**src/hdl/rpmg_pkg.sv**
```systemverilog
// Constants for the reference pulse multiplier and electronic gear block.
// Assumes a 100 MHz single clock and an AXI4-Lite register slave.
package rpmg_pkg;
    // ==========================================================
    // Register map (byte addresses)
    localparam logic [7:0] ADDR_CTRL = 8'h00;
    localparam logic [7:0] ADDR_MULT = 8'h04;
    localparam logic [7:0] ADDR_NUM = 8'h08;
    localparam logic [7:0] ADDR_DEN = 8'h0C;
    localparam logic [7:0] ADDR_STAT = 8'h10;
    localparam logic [7:0] ADDR_POS = 8'h14;
    localparam logic [7:0] ADDR_RES = 8'h18;
    // Control field positions
    localparam int CTRL_SEL_ALLOC = 0;
    localparam int CTRL_OUT_ALLOC = 1;
    localparam int CTRL_JOG = 2;
    localparam int CTRL_TUNE = 3;
    localparam int CTRL_RESTART = 4;
    localparam logic [3:0] CTRL_RST = 4'h0;
    // Multiplier setting range and reset value
    localparam logic [6:0] MULT_MIN = 7'h01;
    localparam logic [6:0] MULT_MAX = 7'h64;
    localparam logic [6:0] MULT_RST = 7'h01;
    // Gear ratio limits and reset values
    localparam logic [30:0] GEAR_MIN = 31'h0000_0001;
    localparam logic [30:0] GEAR_MAX = 31'h4000_0000;
    localparam logic [30:0] NUM_RST = 31'h0000_0004;
    localparam logic [30:0] DEN_RST = 31'h0000_0001;
    localparam logic [9:0] RATIO_LO_INV = 10'h3E8;
    localparam logic [11:0] RATIO_HI = 12'hFA0;
    // Encoder resolutions in counts per revolution
    localparam logic [31:0] RES_20 = 32'h0010_0000;
    localparam logic [31:0] RES_17 = 32'h0002_0000;
    localparam logic [31:0] RES_13 = 32'h0000_2000;
    // Divider length and bus answers
    localparam logic [5:0] DIV_STEPS = 6'h26;
    localparam logic [1:0] RESP_OKAY = 2'h0;
    localparam logic [1:0] RESP_SLVERR = 2'h2;
    // Divider states, Gray along idle, divide, done
    typedef enum logic [1:0] {G_IDLE = 2'b00, G_DIV = 2'b01, G_DONE = 2'b11} rpmg_gstate_t;
endpackage

```
**src/hdl/rpmg_gear_if.sv**
```systemverilog
// Carrier between the pulse front end and the gear divider.
// Assumes both ends run on the same clock.
`timescale 1ns/10ps
interface rpmg_gear_if;
    logic req;
    logic fwd;
    logic [6:0] units;
    logic [30:0] num;
    logic [30:0] den;
    logic clr;
    logic ready;
    logic done;
    logic q_fwd;
    logic [37:0] q;
    modport ctl (output req, fwd, units, num, den, clr, input ready, done, q_fwd, q);
    modport eng (input req, fwd, units, num, den, clr, output ready, done, q_fwd, q);
endinterface

```
**src/hdl/rpmg_gear.sv**
```systemverilog
// Electronic gear divider: units*num/den with the remainder carried forward.
// Assumes req only while ready, and num/den stable while a division runs.
`timescale 1ns/10ps
module rpmg_gear (
    // Clock and reset
    input wire logic aclk,
    input wire logic aresetn,
    // Request and result
    rpmg_gear_if.eng gif
);
    rpmg_pkg::rpmg_gstate_t st_ff;
    logic [37:0] acc_ff;
    logic [38:0] rw_ff;
    logic [30:0] rem_ff;
    logic fwd_ff;
    logic [5:0] cnt_ff;
    logic [37:0] prod;
    logic [37:0] x_in;
    logic [38:0] rw_n;
    logic ge;

    // ==========================================================
    // Dividend: reverse steps use the mirrored remainder so the count floors
    assign prod = 38'(gif.units) * 38'(gif.num);
    assign x_in = gif.fwd ? prod + 38'(rem_ff) : prod + 38'(gif.den - 31'h1 - rem_ff);
    assign rw_n = {rw_ff[37:0], acc_ff[37]};
    assign ge = rw_n >= 39'(gif.den);
    assign gif.ready = st_ff == rpmg_pkg::G_IDLE;
    assign gif.done = st_ff == rpmg_pkg::G_DONE;
    assign gif.q = acc_ff;
    assign gif.q_fwd = fwd_ff;

    // Restoring division, one quotient bit per cycle
    always_ff @(posedge aclk)
    begin
        if (!aresetn || gif.clr)
        begin
            st_ff <= rpmg_pkg::G_IDLE;
            acc_ff <= 38'h0;
            rw_ff <= 39'h0;
            fwd_ff <= 1'b0;
            cnt_ff <= 6'h0;
        end
        else
        begin
            case (st_ff)
                rpmg_pkg::G_IDLE:
                begin
                    if (gif.req)
                    begin
                        acc_ff <= x_in;
                        rw_ff <= 39'h0;
                        fwd_ff <= gif.fwd;
                        cnt_ff <= rpmg_pkg::DIV_STEPS;
                        st_ff <= rpmg_pkg::G_DIV;
                    end
                end
                rpmg_pkg::G_DIV:
                begin
                    rw_ff <= ge ? rw_n - 39'(gif.den) : rw_n;
                    acc_ff <= {acc_ff[36:0], ge};
                    cnt_ff <= cnt_ff - 6'h1;
                    if (cnt_ff == 6'h1)
                    begin
                        st_ff <= rpmg_pkg::G_DONE;
                    end
                end
                rpmg_pkg::G_DONE: st_ff <= rpmg_pkg::G_IDLE;
                default: st_ff <= rpmg_pkg::G_IDLE;
            endcase
        end
    end

    // Carried remainder, cleared only by reset or restart
    always_ff @(posedge aclk)
    begin
        if (!aresetn || gif.clr)
        begin
            rem_ff <= 31'h0;
        end
        else if (st_ff == rpmg_pkg::G_DONE)
        begin
            rem_ff <= fwd_ff ? rw_ff[30:0] : gif.den - 31'h1 - rw_ff[30:0];
        end
    end
endmodule

```
**src/hdl/rpmg_top.sv**
```systemverilog
// Reference pulse multiplier and electronic gear, with an AXI4-Lite slave.
// Assumes pins are asynchronous to aclk and each reference pulse is a high level
// on ref_pulse_in lasting more than two clock cycles.
`timescale 1ns/10ps
module rpmg_top #(
    parameter int ENC_BITS = 20,
    parameter int PEND_W = 10
) (
    // Clock and reset
    input wire logic aclk,
    input wire logic aresetn,
    // AXI4-Lite write
    input wire logic [7:0] s_axi_awaddr,
    input wire logic s_axi_awvalid,
    output logic s_axi_awready,
    input wire logic [31:0] s_axi_wdata,
    input wire logic [3:0] s_axi_wstrb,
    input wire logic s_axi_wvalid,
    output logic s_axi_wready,
    output logic [1:0] s_axi_bresp,
    output logic s_axi_bvalid,
    input wire logic s_axi_bready,
    // AXI4-Lite read
    input wire logic [7:0] s_axi_araddr,
    input wire logic s_axi_arvalid,
    output logic s_axi_arready,
    output logic [31:0] s_axi_rdata,
    output logic [1:0] s_axi_rresp,
    output logic s_axi_rvalid,
    input wire logic s_axi_rready,
    // Pins
    input wire logic ref_pulse_in,
    input wire logic ref_sign_in,
    input wire logic mult_select_in,
    output logic mult_active_out,
    output logic gear_alarm_out,
    output logic [31:0] enc_pos
);
    rpmg_gear_if gif ();

    // Encoder resolution for the fitted encoder
    localparam logic [31:0] ENC_RES = (ENC_BITS == 20) ? rpmg_pkg::RES_20 :
        (ENC_BITS == 17) ? rpmg_pkg::RES_17 : rpmg_pkg::RES_13;

    logic aw_rdy_ff, w_rdy_ff, bvalid_ff, ar_rdy_ff, rvalid_ff;
    logic [1:0] bresp_ff, rresp_ff;
    logic [31:0] rdata_ff;
    logic [3:0] ctrl_ff;
    logic restart_ff;
    logic [6:0] mult_value_setting;
    logic [30:0] num_sh_ff, den_sh_ff, gear_numerator, gear_denominator;
    logic alarm_ff;
    logic [2:0] pin_s1_ff, pin_s2_ff;
    logic pulse_s3_ff;
    logic signed [PEND_W-1:0] pend_ff;
    logic req_ff, fwd_ff;
    logic [6:0] units_ff;
    logic mult_on_ff, act_out_ff;
    logic [31:0] pos_ff;
    logic wr_fire, rd_fire, step_in, take, idle, frz, sel_req;
    logic [31:0] wd, cur, rd_val;
    logic rd_hit, wr_hit;
    logic [40:0] num_x;
    logic [42:0] den_x;

    // ==========================================================
    // Bus slave
    // Byte lanes not strobed keep the register's old contents
    function automatic logic [31:0] merge(input logic [31:0] old, input logic [31:0] nw,
        input logic [3:0] stb);
        logic [31:0] r;
        r = old;
        for (int i = 0; i < 4; i++)
        begin
            if (stb[i])
            begin
                r[8*i +: 8] = nw[8*i +: 8];
            end
        end
        return r;
    endfunction

    assign wr_fire = aw_rdy_ff && w_rdy_ff && s_axi_awvalid && s_axi_wvalid;
    assign rd_fire = ar_rdy_ff && s_axi_arvalid;

    // Readback mux shared by reads and write merging
    function automatic logic [31:0] regval(input logic [7:0] a, input logic [31:0] st_w);
        case (a)
            rpmg_pkg::ADDR_CTRL: regval = {28'h0, ctrl_ff};
            rpmg_pkg::ADDR_MULT: regval = {25'h0, mult_value_setting};
            rpmg_pkg::ADDR_NUM: regval = {1'b0, num_sh_ff};
            rpmg_pkg::ADDR_DEN: regval = {1'b0, den_sh_ff};
            rpmg_pkg::ADDR_STAT: regval = st_w;
            rpmg_pkg::ADDR_POS: regval = pos_ff;
            rpmg_pkg::ADDR_RES: regval = ENC_RES;
            default: regval = 32'h0;
        endcase
    endfunction

    function automatic logic mapped(input logic [7:0] a);
        mapped = (a[1:0] == 2'h0) && (a <= rpmg_pkg::ADDR_RES);
    endfunction

    // Mux in a process: it must re-run when a register changes, not only the address
    always_comb
    begin
        cur = regval(s_axi_awaddr, 32'h0);
        rd_val = regval(s_axi_araddr, {29'h0, ~gif.ready, alarm_ff, mult_on_ff});
    end
    assign wd = merge(cur, s_axi_wdata, s_axi_wstrb);
    assign wr_hit = mapped(s_axi_awaddr);
    assign rd_hit = mapped(s_axi_araddr);

    // Write channel: ready one cycle after both address and data are offered
    always_ff @(posedge aclk)
    begin
        if (!aresetn)
        begin
            aw_rdy_ff <= 1'b0;
            w_rdy_ff <= 1'b0;
            bvalid_ff <= 1'b0;
            bresp_ff <= rpmg_pkg::RESP_OKAY;
        end
        else
        begin
            aw_rdy_ff <= s_axi_awvalid && s_axi_wvalid && !aw_rdy_ff && !bvalid_ff;
            w_rdy_ff <= s_axi_awvalid && s_axi_wvalid && !w_rdy_ff && !bvalid_ff;
            if (wr_fire)
            begin
                bvalid_ff <= 1'b1;
                bresp_ff <= wr_hit ? rpmg_pkg::RESP_OKAY : rpmg_pkg::RESP_SLVERR;
            end
            else if (s_axi_bready)
            begin
                bvalid_ff <= 1'b0;
            end
        end
    end

    // Read channel: data registered, unmapped addresses answer SLVERR
    always_ff @(posedge aclk)
    begin
        if (!aresetn)
        begin
            ar_rdy_ff <= 1'b0;
            rvalid_ff <= 1'b0;
            rdata_ff <= 32'h0;
            rresp_ff <= rpmg_pkg::RESP_OKAY;
        end
        else
        begin
            ar_rdy_ff <= s_axi_arvalid && !ar_rdy_ff && !rvalid_ff;
            if (rd_fire)
            begin
                rvalid_ff <= 1'b1;
                rdata_ff <= rd_val;
                rresp_ff <= rd_hit ? rpmg_pkg::RESP_OKAY : rpmg_pkg::RESP_SLVERR;
            end
            else if (s_axi_rready)
            begin
                rvalid_ff <= 1'b0;
            end
        end
    end

    // ==========================================================
    // Settings
    // Control bits; restart is a self-clearing pulse
    always_ff @(posedge aclk)
    begin
        if (!aresetn)
        begin
            ctrl_ff <= rpmg_pkg::CTRL_RST;
            restart_ff <= 1'b0;
        end
        else
        begin
            restart_ff <= wr_fire && s_axi_awaddr == rpmg_pkg::ADDR_CTRL
                && wd[rpmg_pkg::CTRL_RESTART];
            if (wr_fire && s_axi_awaddr == rpmg_pkg::ADDR_CTRL)
            begin
                ctrl_ff <= wd[3:0];
            end
        end
    end

    // Multiplier setting: out-of-range writes are dropped, no restart needed
    always_ff @(posedge aclk)
    begin
        if (!aresetn)
        begin
            mult_value_setting <= rpmg_pkg::MULT_RST;
        end
        else if (wr_fire && s_axi_awaddr == rpmg_pkg::ADDR_MULT && wd[31:7] == 25'h0
            && wd[6:0] >= rpmg_pkg::MULT_MIN && wd[6:0] <= rpmg_pkg::MULT_MAX)
        begin
            mult_value_setting <= wd[6:0];
        end
    end

    // Gear shadows accept 1..2^30; they reach the divider only on restart
    always_ff @(posedge aclk)
    begin
        if (!aresetn)
        begin
            num_sh_ff <= rpmg_pkg::NUM_RST;
            den_sh_ff <= rpmg_pkg::DEN_RST;
        end
        else if (wr_fire && wd[31] == 1'b0 && wd[30:0] >= rpmg_pkg::GEAR_MIN
            && wd[30:0] <= rpmg_pkg::GEAR_MAX)
        begin
            if (s_axi_awaddr == rpmg_pkg::ADDR_NUM)
            begin
                num_sh_ff <= wd[30:0];
            end
            if (s_axi_awaddr == rpmg_pkg::ADDR_DEN)
            begin
                den_sh_ff <= wd[30:0];
            end
        end
    end

    // Active gear ratio, fixed between restarts
    always_ff @(posedge aclk)
    begin
        if (!aresetn)
        begin
            gear_numerator <= rpmg_pkg::NUM_RST;
            gear_denominator <= rpmg_pkg::DEN_RST;
        end
        else if (restart_ff)
        begin
            gear_numerator <= num_sh_ff;
            gear_denominator <= den_sh_ff;
        end
    end

    // Ratio check without division: num*1000 >= den and num <= den*4000
    assign num_x = 41'(gear_numerator) * 41'(rpmg_pkg::RATIO_LO_INV);
    assign den_x = 43'(gear_denominator) * 43'(rpmg_pkg::RATIO_HI);
    always_ff @(posedge aclk)
    begin
        if (!aresetn)
        begin
            alarm_ff <= 1'b0;
        end
        else
        begin
            alarm_ff <= num_x < 41'(gear_denominator) || 43'(gear_numerator) > den_x;
        end
    end

    // ==========================================================
    // Pin synchronisers: pulse, sign, select
    always_ff @(posedge aclk)
    begin
        if (!aresetn)
        begin
            pin_s1_ff <= 3'h0;
            pin_s2_ff <= 3'h0;
            pulse_s3_ff <= 1'b0;
        end
        else
        begin
            pin_s1_ff <= {mult_select_in, ref_sign_in, ref_pulse_in};
            pin_s2_ff <= pin_s1_ff;
            pulse_s3_ff <= pin_s2_ff[0];
        end
    end

    assign step_in = pin_s2_ff[0] && !pulse_s3_ff;
    assign sel_req = ctrl_ff[rpmg_pkg::CTRL_SEL_ALLOC] && pin_s2_ff[2];
    assign frz = ctrl_ff[rpmg_pkg::CTRL_JOG] || ctrl_ff[rpmg_pkg::CTRL_TUNE];
    assign take = pend_ff != '0 && gif.ready && !req_ff && !alarm_ff;
    assign idle = pend_ff == '0 && gif.ready && !req_ff && !step_in;

    // ==========================================================
    // Pending pulses: signed net count so no edge is lost while dividing
    always_ff @(posedge aclk)
    begin
        if (!aresetn || restart_ff)
        begin
            pend_ff <= '0;
        end
        else
        begin
            pend_ff <= pend_ff + (step_in ? (pin_s2_ff[1] ? PEND_W'(1) : -PEND_W'(1)) : '0)
                - (take ? (pend_ff[PEND_W-1] ? -PEND_W'(1) : PEND_W'(1)) : '0);
        end
    end

    // One request per pulse, carrying n or 1 reference units
    always_ff @(posedge aclk)
    begin
        if (!aresetn)
        begin
            req_ff <= 1'b0;
            fwd_ff <= 1'b0;
            units_ff <= rpmg_pkg::MULT_MIN;
        end
        else
        begin
            req_ff <= take;
            if (take)
            begin
                fwd_ff <= !pend_ff[PEND_W-1];
                units_ff <= mult_on_ff ? mult_value_setting : rpmg_pkg::MULT_MIN;
            end
        end
    end

    // Multiplier switch only between pulses, and never while a utility runs
    always_ff @(posedge aclk)
    begin
        if (!aresetn)
        begin
            mult_on_ff <= 1'b0;
        end
        else if (idle && !frz)
        begin
            mult_on_ff <= sel_req;
        end
    end

    // Status pin follows one cycle after the switch, only when allocated
    always_ff @(posedge aclk)
    begin
        if (!aresetn)
        begin
            act_out_ff <= 1'b0;
        end
        else
        begin
            act_out_ff <= ctrl_ff[rpmg_pkg::CTRL_OUT_ALLOC] && mult_on_ff;
        end
    end

    // Encoder position accumulates each quotient, wrapping at 32 bits
    always_ff @(posedge aclk)
    begin
        if (!aresetn)
        begin
            pos_ff <= 32'h0;
        end
        else if (gif.done)
        begin
            pos_ff <= gif.q_fwd ? pos_ff + gif.q[31:0] : pos_ff - gif.q[31:0];
        end
    end

    // ==========================================================
    // Divider and outputs
    assign gif.req = req_ff;
    assign gif.fwd = fwd_ff;
    assign gif.units = units_ff;
    assign gif.num = gear_numerator;
    assign gif.den = gear_denominator;
    assign gif.clr = restart_ff;

    rpmg_gear u_gear (
        .aclk(aclk),
        .aresetn(aresetn),
        .gif(gif)
    );

    assign s_axi_awready = aw_rdy_ff;
    assign s_axi_wready = w_rdy_ff;
    assign s_axi_bvalid = bvalid_ff;
    assign s_axi_bresp = bresp_ff;
    assign s_axi_arready = ar_rdy_ff;
    assign s_axi_rvalid = rvalid_ff;
    assign s_axi_rdata = rdata_ff;
    assign s_axi_rresp = rresp_ff;
    assign mult_active_out = act_out_ff;
    assign gear_alarm_out = alarm_ff;
    assign enc_pos = pos_ff;
endmodule

```
**config.mk**
```make
export PLATFORM = sky130hd
export DESIGN_NAME = rpmg_top
export DESIGN_NICKNAME = d
export VERILOG_FILES = /design/src/hdl/rpmg_pkg.sv /design/src/hdl/rpmg_gear_if.sv /design/src/hdl/rpmg_gear.sv /design/src/hdl/rpmg_top.sv
export SDC_FILE = /design/constraint.sdc
export NUM_CORES = 2
export LEC_CHECK = 0
export ABC_AREA = 1
export BUFFER_PORTS_ARGS = -buffer_cell sky130_fd_sc_hd__buf_2
export CAP_MARGIN = 15
export CORE_MARGIN = 4
export CORE_UTILIZATION = 59
export DETAILED_ROUTE_END_ITERATION = 10
export PLACE_DENSITY_LB_ADDON = 0.08
export SYNTH_ARGS = -nofsm -noshare
export SYNTH_HDL_FRONTEND = slang
export SYNTH_HIERARCHICAL = 1
export SYNTH_SLANG_ARGS = --single-unit
```
**constraint.sdc**
```tcl
create_clock -name aclk -period 5.82 [get_ports aclk]
set_input_delay 1.746 -clock aclk [delete_from_list [all_inputs] [get_ports aclk]]
set_output_delay 1.746 -clock aclk [all_outputs]
set_load 0.01 [all_outputs]
```
Word level (Yosys, flattened, before mapping)
Index checks and enable logic that the tools add are counted.
{"block": "classes", "n_addsub": 12, "n_mul": 3, "n_lt_le_gt_ge": 9, "eq_ne": 16, "mux": 30, "n_bitwise": 2, "n_reduce_logical": 63}
{"cell": "32-bit case mux with 7 select lines", "count": 1}
{"cell": "32-bit case mux with 6 select lines", "count": 1}
{"cell": "38-bit 2-to-1 mux", "count": 4}
{"cell": "38-bit case mux with 2 select lines", "count": 2}
{"cell": "31-bit by 7-bit multiplier with 38-bit output (second input constant)", "count": 2}
{"cell": "38-bit by 31-bit subtractor with 38-bit output", "count": 2}
{"cell": "31-bit by 43-bit > comparator with 1-bit output", "count": 1}
{"cell": "41-bit by 31-bit less-than comparator with 1-bit output", "count": 1}
{"cell": "8-bit by 5-bit equality test with 1-bit output (second input constant)", "count": 5}
{"cell": "10-bit 2-to-1 mux", "count": 4}
{"cell": "39-bit by 31-bit greater-or-equal comparator with 1-bit output", "count": 1}
{"cell": "38-bit by 31-bit adder with 38-bit output", "count": 1}
{"cell": "38-bit adder", "count": 1}
{"cell": "7-bit by 31-bit multiplier with 38-bit output", "count": 1}
{"cell": "32-bit adder", "count": 1}
{"cell": "8-bit by 4-bit equality test with 1-bit output (second input constant)", "count": 4}
{"cell": "1-bit logical AND", "count": 32}
{"cell": "32-bit 2-to-1 mux", "count": 1}
{"cell": "8-bit 2-to-1 mux", "count": 4}
{"cell": "31-bit by 1-bit subtractor with 32-bit output (second input constant)", "count": 1}
{"cell": "32-bit subtractor", "count": 1}
{"cell": "31-bit by 1-bit greater-or-equal comparator with 1-bit output (second input constant)", "count": 1}
{"cell": "31-bit less-or-equal comparator (second input constant)", "count": 1}
{"cell": "31-bit 2-to-1 mux", "count": 1}
{"cell": "29 further kinds", "count": 61}
{"block": "word_totals", "register_bits": 354, "inputBits": 62, "output_inout_bits": 75, "wordCells": 167}

Logic depth before layout (Yosys ltp)
{"block": "logic_depth", "depth_word": 8, "mapped_depth": 41}

Cells and area by module
The synthesis kept the hierarchy.
{"mod": "rpmg_top", "instances": 1, "cells_each": 3680, "area_per_inst_um2": 26380.3, "seq_area_each_um2": 4724.5}
{"mod": "rpmg_gear", "instances": 1, "cells_each": 3512, "area_per_inst_um2": 21556.9, "seq_area_each_um2": 2322.2}

Least setup slack after synthesis
No wires, ideal clock.
{"block": "synth_path", "path_type": "register -> register", "start": "register units_ff[6], in the netlist gif.units[6]", "end": "register u_gear.acc_ff[21], in the netlist u_gear/gif.q[21]", "setup_ps": 132, "arrival_ps": 5757, "t_required_ps": 5688, "path_slack_ps": -70, "stages_incl_launch_ff": 28, "path_buffers": 1, "synth_period_minus_slack_ps": 5890, "path_cell_list": "dfxtp_1 > clkbuf_1 > nand2_1 > fa_1 > fa_1 > inv_1 > fa_1 > inv_1 > fa_1 > inv_1 > ha_1 > nand2_1 > o21ai_0 > a21oi_1 > o21ai_1 > a21oi_1 > o21ai_1 > a21oi_1 > xnor2_1 > ha_1 > a21oi_1 > o21a_1 > a21boi_0 > nand2_1 > a21oi_1 > xnor2_1 > o21ai_0 > a21oi_1"}
{"block": "synth_between", "elab_chain_len": 5}
{"item": "start, declared", "line_no": "rpmg_top.sv:57", "rtl": "logic [6:0] units_ff;"}
{"item": "start signal, assigned", "line_no": "rpmg_top.sv:299", "rtl": "units_ff <= rpmg_pkg::MULT_MIN;"}
{"item": "start signal, assigned", "line_no": "rpmg_top.sv:307", "rtl": "units_ff <= mult_on_ff ? mult_value_setting : rpmg_pkg::MULT_MIN;"}
{"item": "7-bit by 31-bit multiplier with 38-bit output *", "line_no": "rpmg_gear.sv:24", "rtl": "assign prod = 38'(gif.units) * 38'(gif.num);"}
{"item": "38-bit adder or 38-bit by 31-bit adder with 38-bit output (tied branches)", "line_no": "rpmg_gear.sv:25", "rtl": "assign x_in = gif.fwd ? prod + 38'(rem_ff) : prod + 38'(gif.den - 31'h1 - rem_ff);"}
{"item": "38-bit 2-to-1 mux *", "line_no": "rpmg_gear.sv:25"}
{"item": "38-bit 2-to-1 mux *", "line_no": "rpmg_gear.sv:49", "rtl": "if (gif.req)"}
{"item": "38-bit case mux with 2 select lines *", "line_no": "rpmg_gear.sv:46", "rtl": "case (st_ff)"}
{"item": "end signal, assigned", "line_no": "rpmg_gear.sv:51", "rtl": "acc_ff <= x_in;"}
{"item": "end signal, assigned", "line_no": "rpmg_gear.sv:61", "rtl": "acc_ff <= {acc_ff[36:0], ge};"}
{"item": "end, declared", "line_no": "rpmg_gear.sv:12", "rtl": "logic [37:0] acc_ff;"}
Every way passes the cells marked *; elsewhere a longest branch is shown, timed or not. The select of a mux whose other input is x is not followed.
A chain may end at the register's enable or synchronous reset.

Final worst setup path
{"block": "layout_path", "start": "register units_ff[4], in the netlist gif.units[4]", "end": "register u_gear.acc_ff[29], in the netlist u_gear/gif.q[29]"}
Same word-level chain as after synthesis.

==> results.cfg <==
[outcome]
run_status = finished, violations left
violated_checks = setup timing

[timing]
final-hold-violation-count = 0
rsz0062_at_grt = yes
fin_worst_skew_ns = 0.03642
final_min_period_over_clock_period = 1.041
fin_setup_tns_ns = -2.044
timing_worst_slew_pin_value_ns = 1.164
timing.slew.headroom = 0.2242
timing.final.setup_violations = 18
final.min_clock_period_ns = 6.057
maxSlewViolCount = 0
achievable-frequency_mhz = 165.1
setup_slack_ns = -0.2371

[placed_design]
port_buf_inserts = 134
gp_routability_congestion = 1.061
half_perimeter_wire_length_after_detailed_placement_um = 149000
post_dp_cell_area_um2 = 53250

[grt]
grt_max_degree = 116
grt_pass1_vias = 49630
antenna_found_initial = 16
grt_pass1_wl_um = 282400
groute.usage.overall = 0.4210
global_route.overflow_total = 0

[power]
power.leakage_nw = 30.29
max-vdd-ir-drop_mv = 0.4133
power_density_of_the_placed_cells_nw_per_um2 = 288.8
post-layout-total-power_mw = 16.77

[flow_run]
maxCapViolCount = 0

[clocking]
cts_hold_repair.buffers = 0
clkSinkCount = 352
clk_buf_depth = 3
cts_tree = built
worst_skew_pair.late_latency_ns = 0.61
cts_inserted_buffers = 44
cts_root_buffer = clkbuf_16
clkSlewWorstSetupHoldPaths_ns = 0.06
ctsHtreeMaxLevel = 2

[synth]
netlist-cell-type-count = 64
async_reset_ff_frac = 0
synthesis.area_um2 = 47940
sequential_area_share_after_synthesis = 0.1470
synth_seq_cells = 352
synth_cells = 7192
synth-main-ff-cell = dfxtp_1
post_synth_edffs = 0
ys_warn_count = 6
syn-mean-instance-area_um2 = 6.665

[die]
initial_core_util = 0.5951
core_um2 = 80550
placementRows = 104
floorplan.die_area_um2 = 85880
die_y_um = 293.0
io-pin-count = 137
chipWidth_um = 293.0

[layout]
register_area_um2 = 7092
multi_input_comb_area_um2 = 36970
area.growth.synth_to_final_pct = 21.13
leading_cell_types_in_the_layout_fill_and_taps_excluded = nand2_1, inv_1, nor2_1
fillerInstances = 6675
layout_commonest_cell = nand2_1
finish.net_count = 8704
final_layout_size_suffix_gt1_frac = 0.1868
design_area_um2 = 58070

[setup_path]
critical_path_required_ns = 6.28
critical-path-max-stage-delay_ns = 0.56
critical_path.slowest_cell = fa_2
endpoint_kind = register
worst-endpoint-arrival_ns = 6.51
worst_setup_path_start_kind = register
path_class = register to register
path_max_fanout = 4

[drt]
postRouteAntennaNets = 0
route.vias.total = 52430
drt-pass1-iter-count = 7
drc_errors = 0
drt-vias-per-instance = 5.890
avgRoutedWirePerCell_um = 21.38
first_iter_violations = 5950
wl_um = 190300

[min_path]
worst_hold_path_type = register to register
-- kinds of logic (layout without fill, tap and decap cells) --
logic type                 count (synthesis)  after routing  synth area share
adders and majority gates                837            837            0.2789
muxes                                      2              2         0.0004959
xor gates and xnor gates                 213            213           0.03892
and+or+nand+nor                         2812           2812            0.2474
other                                      1              7        0.00007823
AOI/OAI and AO/OA                       1335           1335            0.1553
buffers and inverters                   1640           2283            0.1319
DFF                                      352            352            0.1470
-- cell usage after synthesis, types with 43 or more instances --
master | n | share of area
nand2_1 | 1508 | 0.12
inv_1 | 1386 | 0.11
nor2_1 | 626 | 0.049
a21oi_1 | 578 | 0.060
ha_1 | 451 | 0.12
o21ai_0 | 429 | 0.045
fa_1 | 386 | 0.16
dfxtp_1 | 352 | 0.15
nand3_1 | 339 | 0.035
xor2_1 | 137 | 0.025
clkbuf_1 | 124 | 0.0097
nand4_1 | 120 | 0.016
xnor2_1 | 76 | 0.014
nor3_1 | 71 | 0.0074
inv_2 | 63 | 0.0049
nand2_2 | 47 | 0.0061
o21bai_1 | 43 | 0.0067
o22ai_1 | 43 | 0.0056
-- path summary, 6_finish.rpt --
path | startpoint | endpoint | slack (ns) | depth (start not counted)
worst min-delay path | pin_s1_ff[1] | pin_s2_ff[1] | 0.41 | 2
worst max register to register | gif.units[4] | u_gear/gif.q[29] | -0.24 | 31
worst max-delay path | gif.units[4] | u_gear/gif.q[29] | -0.24 | 31
worst min register to register | pin_s1_ff[1] | pin_s2_ff[1] | 0.41 | 2
-- per-stage QoR --
stage	setup WS, ns	hold slack [ns]	cells	util
2_1_floorplan	0.00002975	0.3905	7193	-
3_3_place_gp	-0.5557	0.3936	8728	0.6611
3_5_place_dp	-0.6567	0.4024	8728	0.6611
4_1_cts	-0.03908	0.4154	8861	0.6990
5_1_grt	-0.4925	0.4368	8896	0.7208
6_report	-0.2371	0.4121	8901	0.7209
-- repair_timing --
item                                    4_1_cts  5_1_grt
cloned                                        5        1
setup buffers                                53       35
pin swaps                                   142      134
gates resized for setup                     267      403
hold endpoints to repair                      0        0
endpoints found under the setup margin       29       30
-- cell type report --
class,instances,share of cell area
repair buffers,751,0.09838
flip-flops and latches,352,0.1221
clock buffers,60,0.02140
diodes,5,0.0002155
clock inverters,17,0.004051
well taps,1060,0.02284
multi-input cells,5201,0.6367
inverters,1455,0.09433
-- routing by layer --
metal	global-route usage	share of wire	vias to the layer above
li1	-	-	24130
met1	0.5397	0.38	24500
met2	0.6410	0.43	3057
met3	0.1177	0.12	731
met4	0.2376	0.073	16
met5	0	0.00071	-
-- state kept, by name, indices dropped and copies added, names as in the netlist, 10 cells and up --
register	count
pend_ff	10
u_gear/rw_ff	38
num_sh_ff	31
gear_numerator	31
u_gear/gif.q	38
gear_denominator	31
u_gear/rem_ff	31
den_sh_ff	31
s_axi_rdata	32
enc_pos	32
-- power by group --
part           total (mW)  switching [mW]  internal [mW]
registers            2.93           0.290           2.64
logic                10.9            7.58           3.36
clock network        2.90            1.22           1.68
-- critical path, delay by kind of cell, from the launching register on --
family                   cells  cell delay, ns
AO/OA/AOI/OAI                4            0.63
XOR/XNOR                     1            0.14
adder cells (fa/ha/maj)      6            2.72
buffers and inverters        9            0.79
flip-flops                   1            0.38
AND/OR/NAND/NOR             11            1.28
No activity file was read; power rests on OpenSTA's default activity.
